===== src/hdl/gfm_params.svh =====
// Register offsets, field positions and reset values of the pin function mux.
`ifndef GFM_PARAMS_SVH
`define GFM_PARAMS_SVH
`define GFM_ADDR_PIN_OUT_EN 4'h0
`define GFM_ADDR_PIN_LEVEL 4'h1
`define GFM_ADDR_PIN_MODE 4'h2
`define GFM_ADDR_DAC_CTRL 4'h3
`define GFM_ADDR_AMP1_CTRL 4'h4
`define GFM_ADDR_AMP2_CTRL 4'h5
`define GFM_ADDR_AUX2_CTRL 4'h6
`define GFM_ADDR_SYS_CTRL 4'h7
`define GFM_ADDR_PIN_INPUT 4'h8
`define GFM_ADDR_CONV_CHAN 4'h9
`define GFM_ADDR_ROUTE 4'hA
`define GFM_DAC_EN_BIT 0
`define GFM_DAC_DIGIN_BIT 1
`define GFM_AMP_NONINV_BIT 0
`define GFM_AMP_INV_BIT 1
`define GFM_AMP_EN_BIT 2
`define GFM_AUX2_EN_BIT 0
`define GFM_AUX2_SYS_BIT 1
`define GFM_ID_READ_BIT 0
`define GFM_CONV_START_BIT 8
`define GFM_MODE_W 3
`define GFM_NPINS 5
`define GFM_CHAN_W 5
`define GFM_RESET_ZERO 32'h00000000
`endif


===== src/hdl/gfm_pkg.sv =====
// Types shared by the pin function mux.
package gfm_pkg;
    typedef logic [2:0] gfm_mode_t;
    typedef enum logic [2:0]
    {
        GFM_M_LEVEL = 3'h0,
        GFM_M_SRC1 = 3'h1,
        GFM_M_SRC2 = 3'h2,
        GFM_M_SRC3 = 3'h3,
        GFM_M_INV0 = 3'h4,
        GFM_M_INV1 = 3'h5,
        GFM_M_GAP = 3'h6,
        GFM_M_INV3 = 3'h7
    } gfm_mode_e;
endpackage : gfm_pkg


===== src/hdl/gfm_pin_mux.sv =====
// Function selection, overrides and readback for general purpose pins 8 to 12.
`timescale 1ns/100ps
`include "gfm_params.svh"
//
// Contract
// - DAC enable forces pin 8 output enable low and connects the DAC.
// - DAC enable bit lives in the DAC control register, switches pin 8.
// - Pin 8 level reads back only while its digital input enable is set.
// - Amp1 non-inverting connect makes pin 9 an amp input, no drive.
// - Pin 9 mode picks level, interrupt, pulse 2, loop 3 or inverses.
// - Pin 9 output feeds bridge external pulse input 1.
// - Pins 9 and 10 are taken by the system during identification read.
// - Amp1 inverting connect makes pin 10 an amp input, no drive.
// - Pin 10 mode picks level, interrupt, pulse 2, pulse 3 or inverses.
// - Pin 10 output feeds bridge external pulse input 2.
// - Amp1 enable puts amp1 output on pin 11, digital drive off.
// - Pin 11 mode picks level, converter out, pulse 1, pulse 2, inverses.
// - Pin 11 output feeds bridge external pulse input 4.
// - Aux regulator 2 enable or system role puts loop 2 on pin 12.
// - Amp2 non-inverting connect makes pin 12 an amp input if no loop.
// - Pin 12 mode picks level, interrupt, comparator 2, loop 2, inverses.
// - Pin 12 output feeds the stepper step command input.
// - Each pin stays selectable as converter input via channel field.
// - Pins 9 to 12 levels are always readable, even while driving; pin 8 needs its digital input enable.
module gfm_pin_mux
    import gfm_pkg::*;
#(
    parameter int NPINS = `GFM_NPINS
)
(
    // Clock and reset.
    input wire logic MCLK_I,
    input wire logic RESETN_I,
    // Avalon-MM slave.
    input wire logic [3:0] AVS_ADDRESS_I,
    input wire logic AVS_READ_I,
    input wire logic AVS_WRITE_I,
    input wire logic [31:0] AVS_WRITEDATA_I,
    input wire logic [3:0] AVS_BYTEENABLE_I,
    output logic [31:0] AVS_READDATA_O,
    output logic AVS_WAITREQUEST_O,
    // Internal sources.
    input wire logic INTERRUPT_I,
    input wire logic AUX_PULSE_GEN_1_I,
    input wire logic AUX_PULSE_GEN_2_I,
    input wire logic AUX_PULSE_GEN_3_I,
    input wire logic COMPARATOR2_OUTPUT_I,
    input wire logic CONVERTER_GENERAL_OUTPUT_I,
    input wire logic REGULATOR_LOOP2_OUTPUT_I,
    input wire logic REGULATOR_LOOP3_OUTPUT_I,
    input wire logic [1:0] ID_READ_DRIVE_I,
    input wire logic [1:0] ID_READ_OE_I,
    // Pins 8 to 12.
    input wire logic [NPINS-1:0] PIN_I,
    output logic [NPINS-1:0] PIN_O,
    output logic [NPINS-1:0] PIN_OE_O,
    // Analog switch controls.
    output logic CURRENT_SINK_DAC_FUNCTION_O,
    output logic AMP1_NONINV_PIN_O,
    output logic AMP1_INV_PIN_O,
    output logic AMP1_OUT_PIN_O,
    output logic AMP2_NONINV_PIN_O,
    output logic REG_LOOP2_PIN_O,
    // Internal routes and converter request.
    output logic BRIDGE_EXTERNAL_PULSE_IN_1_O,
    output logic BRIDGE_EXTERNAL_PULSE_IN_2_O,
    output logic BRIDGE_EXTERNAL_PULSE_IN_4_O,
    output logic STEPPER_STEP_COMMAND_O,
    output logic [4:0] CONVERTER_CHANNEL_SELECT_O,
    output logic CONVERTER_START_O
);

    //--------------------------------------------------------------
    // Functions
    //--------------------------------------------------------------

    // Apply one pin's mode table; code 4 inverts the code 0 source on pin 11.
    function automatic logic sel_src(input gfm_mode_t m,
                                     input logic lvl,
                                     input logic s1,
                                     input logic s2,
                                     input logic s3,
                                     input logic inv0,
                                     input logic inv_gap);
        logic r;
        r = 1'b0;
        case (m)
            GFM_M_LEVEL: r = lvl;
            GFM_M_SRC1: r = s1;
            GFM_M_SRC2: r = s2;
            GFM_M_SRC3: r = s3;
            GFM_M_INV0: r = inv0 ? ~lvl : ~s1;
            GFM_M_INV1: r = inv0 ? ~s1 : ~s2;
            GFM_M_GAP: r = inv_gap ? ~s2 : 1'b0;
            GFM_M_INV3: r = ~s3;
            default: r = 1'b0;
        endcase
        return r;
    endfunction : sel_src

    // Merge a write into a register under the byte enables.
    function automatic logic [31:0] be_merge(input logic [31:0] old,
                                             input logic [31:0] wd,
                                             input logic [3:0] be);
        logic [31:0] r;
        r = old;
        for (int i = 0; i < 4; i++)
        begin
            if (be[i])
            begin
                r[i*8 +: 8] = wd[i*8 +: 8];
            end
        end
        return r;
    endfunction : be_merge

    //--------------------------------------------------------------
    // Registers
    //--------------------------------------------------------------

    logic [31:0] out_en_reg;
    logic [31:0] level_reg;
    logic [31:0] mode_reg;
    logic [31:0] dac_ctrl_reg;
    logic [31:0] amp1_ctrl_reg;
    logic [31:0] amp2_ctrl_reg;
    logic [31:0] aux2_ctrl_reg;
    logic [31:0] sys_ctrl_reg;
    logic [31:0] conv_chan_reg;
    logic conv_start_reg;
    logic [31:0] rdata_reg;
    logic rvalid_reg;
    logic [NPINS-1:0] pin_sync1_reg;
    logic [NPINS-1:0] pin_sync2_reg;
    logic [NPINS-1:0] pin_drv_reg;
    logic [NPINS-1:0] pin_oe_reg;
    logic [3:0] route_reg;
    logic [5:0] sw_reg;

    wire wr_hit = AVS_WRITE_I;
    wire rd_hit = AVS_READ_I & ~rvalid_reg;
    // Writes finish in one cycle, reads take one wait state.
    assign AVS_WAITREQUEST_O = AVS_READ_I & ~rvalid_reg;

    //--------------------------------------------------------------
    // Override decode
    //--------------------------------------------------------------

    wire dac_en = dac_ctrl_reg[`GFM_DAC_EN_BIT];
    wire dac_digin = dac_ctrl_reg[`GFM_DAC_DIGIN_BIT];
    wire amp1_noninv_input_connect = amp1_ctrl_reg[`GFM_AMP_NONINV_BIT];
    wire amp1_inv_input_connect = amp1_ctrl_reg[`GFM_AMP_INV_BIT];
    wire amp1_enable = amp1_ctrl_reg[`GFM_AMP_EN_BIT];
    wire amp2_noninv_input_connect = amp2_ctrl_reg[`GFM_AMP_NONINV_BIT];
    wire aux2_on = aux2_ctrl_reg[`GFM_AUX2_EN_BIT]
                 | aux2_ctrl_reg[`GFM_AUX2_SYS_BIT];
    wire id_read = sys_ctrl_reg[`GFM_ID_READ_BIT];
    wire [2:0] m8 = mode_reg[2:0];
    wire [2:0] m9 = mode_reg[6:4];
    wire [2:0] m10 = mode_reg[10:8];
    wire [2:0] m11 = mode_reg[14:12];
    wire [2:0] m12 = mode_reg[18:16];

    // Pin 8 keeps its own table from the neighbouring pin family.
    wire src8 = sel_src(m8, level_reg[0], AUX_PULSE_GEN_1_I,
                        AUX_PULSE_GEN_3_I, COMPARATOR2_OUTPUT_I,
                        1'b0, 1'b0);
    wire src9 = sel_src(m9, level_reg[1], INTERRUPT_I,
                        AUX_PULSE_GEN_2_I, REGULATOR_LOOP3_OUTPUT_I,
                        1'b0, 1'b0);
    wire src10 = sel_src(m10, level_reg[2], INTERRUPT_I,
                         AUX_PULSE_GEN_2_I, AUX_PULSE_GEN_3_I,
                         1'b0, 1'b0);
    wire src11 = sel_src(m11, level_reg[3], CONVERTER_GENERAL_OUTPUT_I,
                         AUX_PULSE_GEN_1_I, AUX_PULSE_GEN_2_I,
                         1'b1, 1'b1);
    wire src12 = sel_src(m12, level_reg[4], INTERRUPT_I,
                         COMPARATOR2_OUTPUT_I, REGULATOR_LOOP2_OUTPUT_I,
                         1'b0, 1'b0);

    wire oe8 = out_en_reg[0] & ~dac_en;
    wire oe9 = out_en_reg[1] & ~amp1_noninv_input_connect;
    wire oe10 = out_en_reg[2] & ~amp1_inv_input_connect;
    wire oe11 = out_en_reg[3] & ~amp1_enable;
    wire oe12 = out_en_reg[4] & ~amp2_noninv_input_connect
              & ~aux2_on;

    wire [NPINS-1:0] drv_next;
    wire [NPINS-1:0] oe_next;
    assign drv_next[0] = src8;
    assign oe_next[0] = oe8;
    // The system owns pins 9 and 10 during an identification read.
    assign drv_next[1] = id_read ? ID_READ_DRIVE_I[0] : src9;
    assign oe_next[1] = id_read ? ID_READ_OE_I[0] : oe9;
    assign drv_next[2] = id_read ? ID_READ_DRIVE_I[1] : src10;
    assign oe_next[2] = id_read ? ID_READ_OE_I[1] : oe10;
    assign drv_next[3] = src11;
    assign oe_next[3] = oe11;
    // Loop 2 has the pin whatever the other bits hold.
    assign drv_next[4] = aux2_on ? REGULATOR_LOOP2_OUTPUT_I
                                 : src12;
    assign oe_next[4] = aux2_on | oe12;

    // Internal routes follow the level that each pin drives.
    wire [3:0] route_next = {drv_next[4], drv_next[3], drv_next[2],
                             drv_next[1]};

    //--------------------------------------------------------------
    // Analog switch controls
    //--------------------------------------------------------------

    // The switches move on the same edge as the pin enables, so an analog
    // path meets a driven pin only on pins 9 and 10 during an identification read, and on pin 12 while loop 2 holds it.
    wire [5:0] sw_next;
    assign sw_next[0] = dac_en;
    assign sw_next[1] = amp1_noninv_input_connect;
    assign sw_next[2] = amp1_inv_input_connect;
    assign sw_next[3] = amp1_enable;
    assign sw_next[4] = amp2_noninv_input_connect & ~aux2_on;
    assign sw_next[5] = aux2_on;

    always_ff @(posedge MCLK_I or negedge RESETN_I)
    begin
        if (!RESETN_I)
        begin
            sw_reg <= '0;
        end
        else
        begin
            sw_reg <= sw_next;
        end
    end

    //--------------------------------------------------------------
    // Readback
    //--------------------------------------------------------------

    wire [NPINS-1:0] pin_seen;
    assign pin_seen[0] = pin_sync2_reg[0] & dac_digin;
    assign pin_seen[NPINS-1:1] = pin_sync2_reg[NPINS-1:1];

    logic [31:0] rd_mux;
    always_comb
    begin
        rd_mux = `GFM_RESET_ZERO;
        case (AVS_ADDRESS_I)
            `GFM_ADDR_PIN_OUT_EN: rd_mux = out_en_reg;
            `GFM_ADDR_PIN_LEVEL: rd_mux = level_reg;
            `GFM_ADDR_PIN_MODE: rd_mux = mode_reg;
            `GFM_ADDR_DAC_CTRL: rd_mux = dac_ctrl_reg;
            `GFM_ADDR_AMP1_CTRL: rd_mux = amp1_ctrl_reg;
            `GFM_ADDR_AMP2_CTRL: rd_mux = amp2_ctrl_reg;
            `GFM_ADDR_AUX2_CTRL: rd_mux = aux2_ctrl_reg;
            `GFM_ADDR_SYS_CTRL: rd_mux = sys_ctrl_reg;
            `GFM_ADDR_PIN_INPUT: rd_mux = {27'h0000000, pin_seen};
            `GFM_ADDR_CONV_CHAN: rd_mux = conv_chan_reg;
            `GFM_ADDR_ROUTE: rd_mux = {28'h0000000, route_reg};
            default: rd_mux = `GFM_RESET_ZERO;
        endcase
    end

    //--------------------------------------------------------------
    // Register writes
    //--------------------------------------------------------------

    function automatic logic [31:0] wr(input logic [31:0] old,
                                       input logic [3:0] a,
                                       input logic [31:0] mask,
                                       input logic hit,
                                       input logic [3:0] sel,
                                       input logic [31:0] wd,
                                       input logic [3:0] be);
        logic [31:0] r;
        r = old;
        if (hit && a == sel)
        begin
            r = be_merge(old, wd, be) & mask;
        end
        return r;
    endfunction : wr

    always_ff @(posedge MCLK_I or negedge RESETN_I)
    begin
        if (!RESETN_I)
        begin
            out_en_reg <= `GFM_RESET_ZERO;
            level_reg <= `GFM_RESET_ZERO;
            mode_reg <= `GFM_RESET_ZERO;
            dac_ctrl_reg <= `GFM_RESET_ZERO;
            amp1_ctrl_reg <= `GFM_RESET_ZERO;
            amp2_ctrl_reg <= `GFM_RESET_ZERO;
            aux2_ctrl_reg <= `GFM_RESET_ZERO;
            sys_ctrl_reg <= `GFM_RESET_ZERO;
            conv_chan_reg <= `GFM_RESET_ZERO;
            conv_start_reg <= 1'b0;
        end
        else
        begin
            out_en_reg <= wr(out_en_reg, AVS_ADDRESS_I, 32'h0000001F, wr_hit,
                `GFM_ADDR_PIN_OUT_EN, AVS_WRITEDATA_I, AVS_BYTEENABLE_I);
            level_reg <= wr(level_reg, AVS_ADDRESS_I, 32'h0000001F, wr_hit,
                `GFM_ADDR_PIN_LEVEL, AVS_WRITEDATA_I, AVS_BYTEENABLE_I);
            mode_reg <= wr(mode_reg, AVS_ADDRESS_I, 32'h00077777, wr_hit,
                `GFM_ADDR_PIN_MODE, AVS_WRITEDATA_I, AVS_BYTEENABLE_I);
            dac_ctrl_reg <= wr(dac_ctrl_reg, AVS_ADDRESS_I, 32'h00000003,
                wr_hit, `GFM_ADDR_DAC_CTRL, AVS_WRITEDATA_I,
                AVS_BYTEENABLE_I);
            amp1_ctrl_reg <= wr(amp1_ctrl_reg, AVS_ADDRESS_I, 32'h00000007,
                wr_hit, `GFM_ADDR_AMP1_CTRL, AVS_WRITEDATA_I,
                AVS_BYTEENABLE_I);
            amp2_ctrl_reg <= wr(amp2_ctrl_reg, AVS_ADDRESS_I, 32'h00000001,
                wr_hit, `GFM_ADDR_AMP2_CTRL, AVS_WRITEDATA_I,
                AVS_BYTEENABLE_I);
            aux2_ctrl_reg <= wr(aux2_ctrl_reg, AVS_ADDRESS_I, 32'h00000003,
                wr_hit, `GFM_ADDR_AUX2_CTRL, AVS_WRITEDATA_I,
                AVS_BYTEENABLE_I);
            sys_ctrl_reg <= wr(sys_ctrl_reg, AVS_ADDRESS_I, 32'h00000001,
                wr_hit, `GFM_ADDR_SYS_CTRL, AVS_WRITEDATA_I,
                AVS_BYTEENABLE_I);
            conv_chan_reg <= wr(conv_chan_reg, AVS_ADDRESS_I, 32'h0000001F,
                wr_hit, `GFM_ADDR_CONV_CHAN, AVS_WRITEDATA_I,
                AVS_BYTEENABLE_I);
            // Start pulses for one cycle when bit 8 is written as one.
            conv_start_reg <= wr_hit
                & (AVS_ADDRESS_I == `GFM_ADDR_CONV_CHAN)
                & AVS_BYTEENABLE_I[1]
                & AVS_WRITEDATA_I[`GFM_CONV_START_BIT];
        end
    end

    //--------------------------------------------------------------
    // Pins, read data and routes
    //--------------------------------------------------------------

    always_ff @(posedge MCLK_I or negedge RESETN_I)
    begin
        if (!RESETN_I)
        begin
            pin_sync1_reg <= '0;
            pin_sync2_reg <= '0;
            pin_drv_reg <= '0;
            pin_oe_reg <= '0;
            route_reg <= 4'h0;
            rdata_reg <= `GFM_RESET_ZERO;
            rvalid_reg <= 1'b0;
        end
        else
        begin
            pin_sync1_reg <= PIN_I;
            pin_sync2_reg <= pin_sync1_reg;
            pin_drv_reg <= drv_next;
            pin_oe_reg <= oe_next;
            route_reg <= route_next;
            rvalid_reg <= rd_hit;
            rdata_reg <= rd_hit ? rd_mux : rdata_reg;
        end
    end

    assign AVS_READDATA_O = rdata_reg;
    assign PIN_O = pin_drv_reg;
    assign PIN_OE_O = pin_oe_reg;
    assign BRIDGE_EXTERNAL_PULSE_IN_1_O = route_reg[0];
    assign BRIDGE_EXTERNAL_PULSE_IN_2_O = route_reg[1];
    assign BRIDGE_EXTERNAL_PULSE_IN_4_O = route_reg[2];
    assign STEPPER_STEP_COMMAND_O = route_reg[3];
    assign CURRENT_SINK_DAC_FUNCTION_O = sw_reg[0];
    assign AMP1_NONINV_PIN_O = sw_reg[1];
    assign AMP1_INV_PIN_O = sw_reg[2];
    assign AMP1_OUT_PIN_O = sw_reg[3];
    assign AMP2_NONINV_PIN_O = sw_reg[4];
    assign REG_LOOP2_PIN_O = sw_reg[5];
    assign CONVERTER_CHANNEL_SELECT_O = conv_chan_reg[4:0];
    assign CONVERTER_START_O = conv_start_reg;

endmodule : gfm_pin_mux


===== config.mk =====
export PLATFORM = sky130hd
export DESIGN_NAME = gfm_pin_mux
export DESIGN_NICKNAME = d
export VERILOG_FILES = /design/src/hdl/gfm_pkg.sv /design/src/hdl/gfm_pin_mux.sv
export VERILOG_INCLUDE_DIRS = /design/src /design/src/hdl
export SDC_FILE = /design/constraint.sdc
export NUM_CORES = 1
export LEC_CHECK = 0
export BUFFER_PORTS_ARGS = -buffer_cell sky130_fd_sc_hd__buf_2
export CAP_MARGIN = 30
export CORE_ASPECT_RATIO = 1.25
export CORE_MARGIN = 3
export CORE_UTILIZATION = 51
export CTS_CLUSTER_DIAMETER = 40
export DETAILED_ROUTE_END_ITERATION = 12
export PLACE_DENSITY_LB_ADDON = 0.3
export SKIP_CTS_REPAIR_TIMING = 1
export SLEW_MARGIN = 40
export SYNTH_ARGS = -nofsm -noshare
export SYNTH_HDL_FRONTEND = slang
export SYNTH_SLANG_ARGS = --single-unit

===== constraint.sdc =====
create_clock -name MCLK_I -period 1.8 [get_ports MCLK_I]
set_clock_uncertainty 0.15 [all_clocks]
set_input_delay 0.18 -clock MCLK_I [delete_from_list [all_inputs] [get_ports MCLK_I]]
set_output_delay 0.18 -clock MCLK_I [all_outputs]
set_load 0.01 [all_outputs]

Yosys cells after proc, flatten, opt, wreduce, memory -nomap -nowiden --
Index checks and enable logic that the tools add are counted. W data, S select, Z words.
Cells by class: multipliers 0, order comparisons 0, shifts and indexed selects 0, div/mod/pow operators 0, mux-type cells 11, equality and inequality tests 45, bitwise gates (word level) 30, add/subtract/negate cells 0, reductions and logical operators 26
Operator list (number):
- $pmux W19 S11 | 1
- $eq A3 B3 Y1 const B | 20
- $pmux W1 S8 | 5
- $eq A3 B2 Y1 const B | 10
- $reduce_and A2 Y1 | 11
- $eq A4 B3 Y1 const B | 4
- $not A1 Y1 | 16
- $eq A3 B1 Y1 const B | 5
- $logic_not A3 Y1 | 5
- $and A1 B1 Y1 | 12
- $eq A4 B4 Y1 const B | 3
- $logic_and A1 B1 Y1 | 9
- $eq A4 B2 Y1 const B | 2
- $mux W1 | 5
- $eq A4 B1 Y1 const B | 1
- $logic_not A4 Y1 | 1
- $or A1 B1 Y1 | 2
Storage, ports and cells: memory bits (read-only) 0, register bits 103, latch bits 0, memories 0, bits in writable memories 0, output and inout bits 59

Depth between registers and ports, before layout --
word-level depth 4, depth in mapped cells 7, depth with buffers taken out 4

Worst setup path before layout --
Ideal clock, no wire load.
path kind input to register, start point input AVS_ADDRESS_I[0], end point register mode_reg[10], slack 0.249 ns, required time 1.525 ns, library setup time 0.125 ns, stages on the path 7, data arrival time 1.276 ns, path buffers 3, cell sequence buf_6 -> nand2b_4 -> buf_6 -> nor3_4 -> and3_1 -> buf_6 -> mux2_4
On the way: cells in the longest elaborated chain, start to end 3
Ends and longest elaborated chain:
- start: declaration | line gfm_pin_mux.sv:35 | input wire logic [3:0] AVS_ADDRESS_I,
- $eq A4 B2 Y1 | line gfm_pin_mux.sv:275 | if (hit && a == sel)
- $logic_and A1 B1 Y1 | line gfm_pin_mux.sv:275
- $reduce_and A2 Y1 (no line)
- end signal: assignment | line gfm_pin_mux.sv:288 | mode_reg <= `GFM_RESET_ZERO;
- end signal: assignment | line gfm_pin_mux.sv:303 | mode_reg <= wr(mode_reg, AVS_ADDRESS_I, 32'h00077777, wr_hit,
- end: declaration | line gfm_pin_mux.sv:123 | logic [31:0] mode_reg;
Every way passes these cells. A chain may end at the register's enable or synchronous reset.

Worst setup path after layout --
start point register rvalid_reg, end point output AVS_WAITREQUEST_O
On the way: cells in the longest elaborated chain, start to end 2
Ends and longest elaborated chain:
- start: declaration | line gfm_pin_mux.sv:132 | logic rvalid_reg;
- start signal: assignment | line gfm_pin_mux.sv:354 | rvalid_reg <= rd_hit;
- $not A1 Y1 | line gfm_pin_mux.sv:143 | assign AVS_WAITREQUEST_O = AVS_READ_I & ~rvalid_reg;
- $and A1 B1 Y1 | line gfm_pin_mux.sv:143
- end: declaration | line gfm_pin_mux.sv:41 | output logic AVS_WAITREQUEST_O,
Every way passes these cells.

==> results.yml <==
clock_network:
  clkLatencyLatePin_ps: 350
  htreeDepth: 3
  cts.reportedPaths.clkPinSlew_ps: 80
  clk_path_buf_depth: 2
  clkSinkCount: 83
  cts_tree: "done"
  numCtsBuffers: 9
  root_buffer: "clkbuf_8"
floorplanning:
  ios: 120
  rows: 34
  coreArea_um2: 7190
  die-area_um2: 8690
  fp.dieW_um: 84
  dieHeight_um: 104
  start_util_pct: 54.0
route:
  drt-pass1-iter-count: 4
  wl_met3_um: 429
  drt_iter0_drc: 129
  vias: 2906
  wl_met2_um: 4600
  drt_drc_violations_left: 0
  drt_wl_total_um: 9260
  drtAntennaViolNets: 0
  post_drt_wl_per_cell_um: 16.6
  routed_via_density: 5.23
  met1_length_um: 3950
  routed.top_layer: "met4"
timing:
  hold_viol_final: 0
  rsz0062_at_grt: "false"
  fmax_mhz: 593
  hold_slack_ps: 37.3
  report.final.setup_viol: 0
  period_needed_ps: 1690
  fin_crit_sh_pct: 93.7
  slew_violations: 0
  setup_tns_ps: 0
power_and_ir_drop:
  ir_drop_mv: 0.763
  power_density_nw_per_um2: 1020
  net-switching-power_mw: 1.44
  p_clk_share_pct: 30.5
  combPwrFrac_pct: 21.2
  static-leakage-power_nw: 2.47
  swShare_pct: 28.7
  p_int_mw: 3.58
  power_mw: 5.02
  pwr-share-seq_pct: 48.3
finish:
  largest_register_ffs: 16
  syn2layout_area_growth_pct: 27.4
  layout.cells.non_filler: 556
  nNetsFinal: 522
  antenna_cells: 0
  drive_gt1_share_pct: 37.6
  n_fill_cell: 553
synth:
  seq_area_frac_synth_pct: 53.5
  synth.most_common_cell: "dfrtp_1"
  yosys-top-cells-count: "dfrtp_1 (83), nand2_1 (42), mux2_2 (32)"
  ys_dominant_reg_cell: "dfrtp_1"
  synth_top_cell_by_area: "dfrtp_1"
  ys.warnings.count: 0
  ys_ff_latch: 83
  ys_top_cells_by_area: "dfrtp_1 (54%), mux2_2 (9.3%), buf_4 (4.1%), nand2_1 (4.1%), mux2i_1 (2.8%)"
  synth_cell_types: 48
  synth_edf_count: 0
  netlist.area_leader.share_pct: 53.5
  syn_area_um2: 3880
  async_flop_share_pct: 100
  synth_area_per_cell_um2: 11.6
  netlist_instances: 335
place:
  place_inst: 511
  hpwl_um: 6850
  gp_congestion: 0.893
  io_buffers: 86
critical_path:
  critPathKind: "flop to primary output"
  startpoint: "rvalid_reg"
  start_kind: "flop"
  required_ps: 1470
  arrival_ps: 1360
  timing.rr.start: "amp1_ctrl_reg[0]"
  cp-end-kind: "primary output"
  crit_fanout: 9
global_routing:
  grt_max_degree: 39
  first_global_vias: 2831
  grt_usage_pct: 21.7
  antenna_found_initial: 0
  grt_overflow: 0
  grt_pass1_wl_um: 14700
outcome:
  status: "complete, no violations"
worst_hold_path:
  min_from: "AVS_WRITEDATA_I[0]"
  hp-class: "input pin to flop"
job:
  timing.max_cap.violations: 0
[power groups by stage]
stage                     registers (mW)  logic, mW  clock network, mW
after floorplan                     2.44      0.646                  0
after global placement              2.45      0.992                  0
after detailed placement            2.47       1.02                  0
after CTS                           2.43       1.02               1.56
after global routing                2.48       1.17               1.63
final                               2.43       1.07               1.53
[routing by layer]
| layer | vias to the layer above | track usage, % |
|---|---|---|
| li1 | 1396 | - |
| met1 | 1389 | 28.6 |
| met2 | 98 | 35.0 |
| met3 | 23 | 4.37 |
| met4 | 0 | 9.08 |
| met5 | - | 0 |
[worst max-delay path, stage by stage (launching register included)]
cell	delay [ps]
dfrtp_1	320
nand2b_2	260
clkinvlp_4	240
buf_2	190
[layout make-up]
type	instances	area [µm²]	share of cell area [%]
inverters	12	48.8	0.987
repair buffers	138	913	18.5
clock buffers	13	159	3.22
multi-input cells	217	1560	31.6
well taps	90	113	2.28
clock inverters	3	68.8	1.39
flip-flops and latches	83	2080	42.0
[cells in the final DEF, fill, tap and decap left out, types with 4 or more instances in the layout]
cell type | synthesis | routed
inv_1 | 12 | 11
nor2b_1 | 5 | 5
mux2_4 | 6 | 6
nor2_1 | 10 | 10
dfrtp_1 | 83 | 83
nand2_1 | 42 | 42
dlygate4sd3_1 | 0 | 26
clkbuf_8 | 0 | 11
nand3_1 | 16 | 16
a211oi_1 | 8 | 8
buf_4 | 21 | 25
nand2b_1 | 5 | 4
nand3b_1 | 4 | 4
buf_2 | 7 | 85
o21ai_0 | 12 | 12
conb_1 | 1 | 16
mux2_2 | 32 | 32
mux2i_1 | 11 | 11
[logic make-up after synthesis]
kind of cell,Yosys count,share of synthesized area (%)
flops,83,53.5
buf+inv,50,7.68
xor+xnor,3,0.678
mux,51,15.6
compound gates,48,8.81
simple gates,99,13.6
other cells,1,0.0967
[per-stage QoR]
stage / setup slack, ps / util, % / instance area [µm²]
after detailed placement: 94.9 / 61.6 / 4430
final: 113 / 68.7 / 4940
after CTS: -229 / 64.7 / 4650
after global placement: 106 / 61.6 / 4430
after floorplan: 249 / - / 3940
after global routing: 18.9 / 68.7 / 4940
[worst paths after layout]
path                       slack [ps]  cells after the start                end
max                               110                      3  AVS_WAITREQUEST_O
min                                40                      3        mode_reg[0]
max reg2reg                       160                      4  AVS_READDATA_O[0]
min reg2reg                       200                      0   pin_sync2_reg[2]
max in group asynchronous         770                      3  AVS_READDATA_O[8]
min in group asynchronous         180                      2   amp1_ctrl_reg[1]
Note: power is estimated with default switching activity, not from simulation.
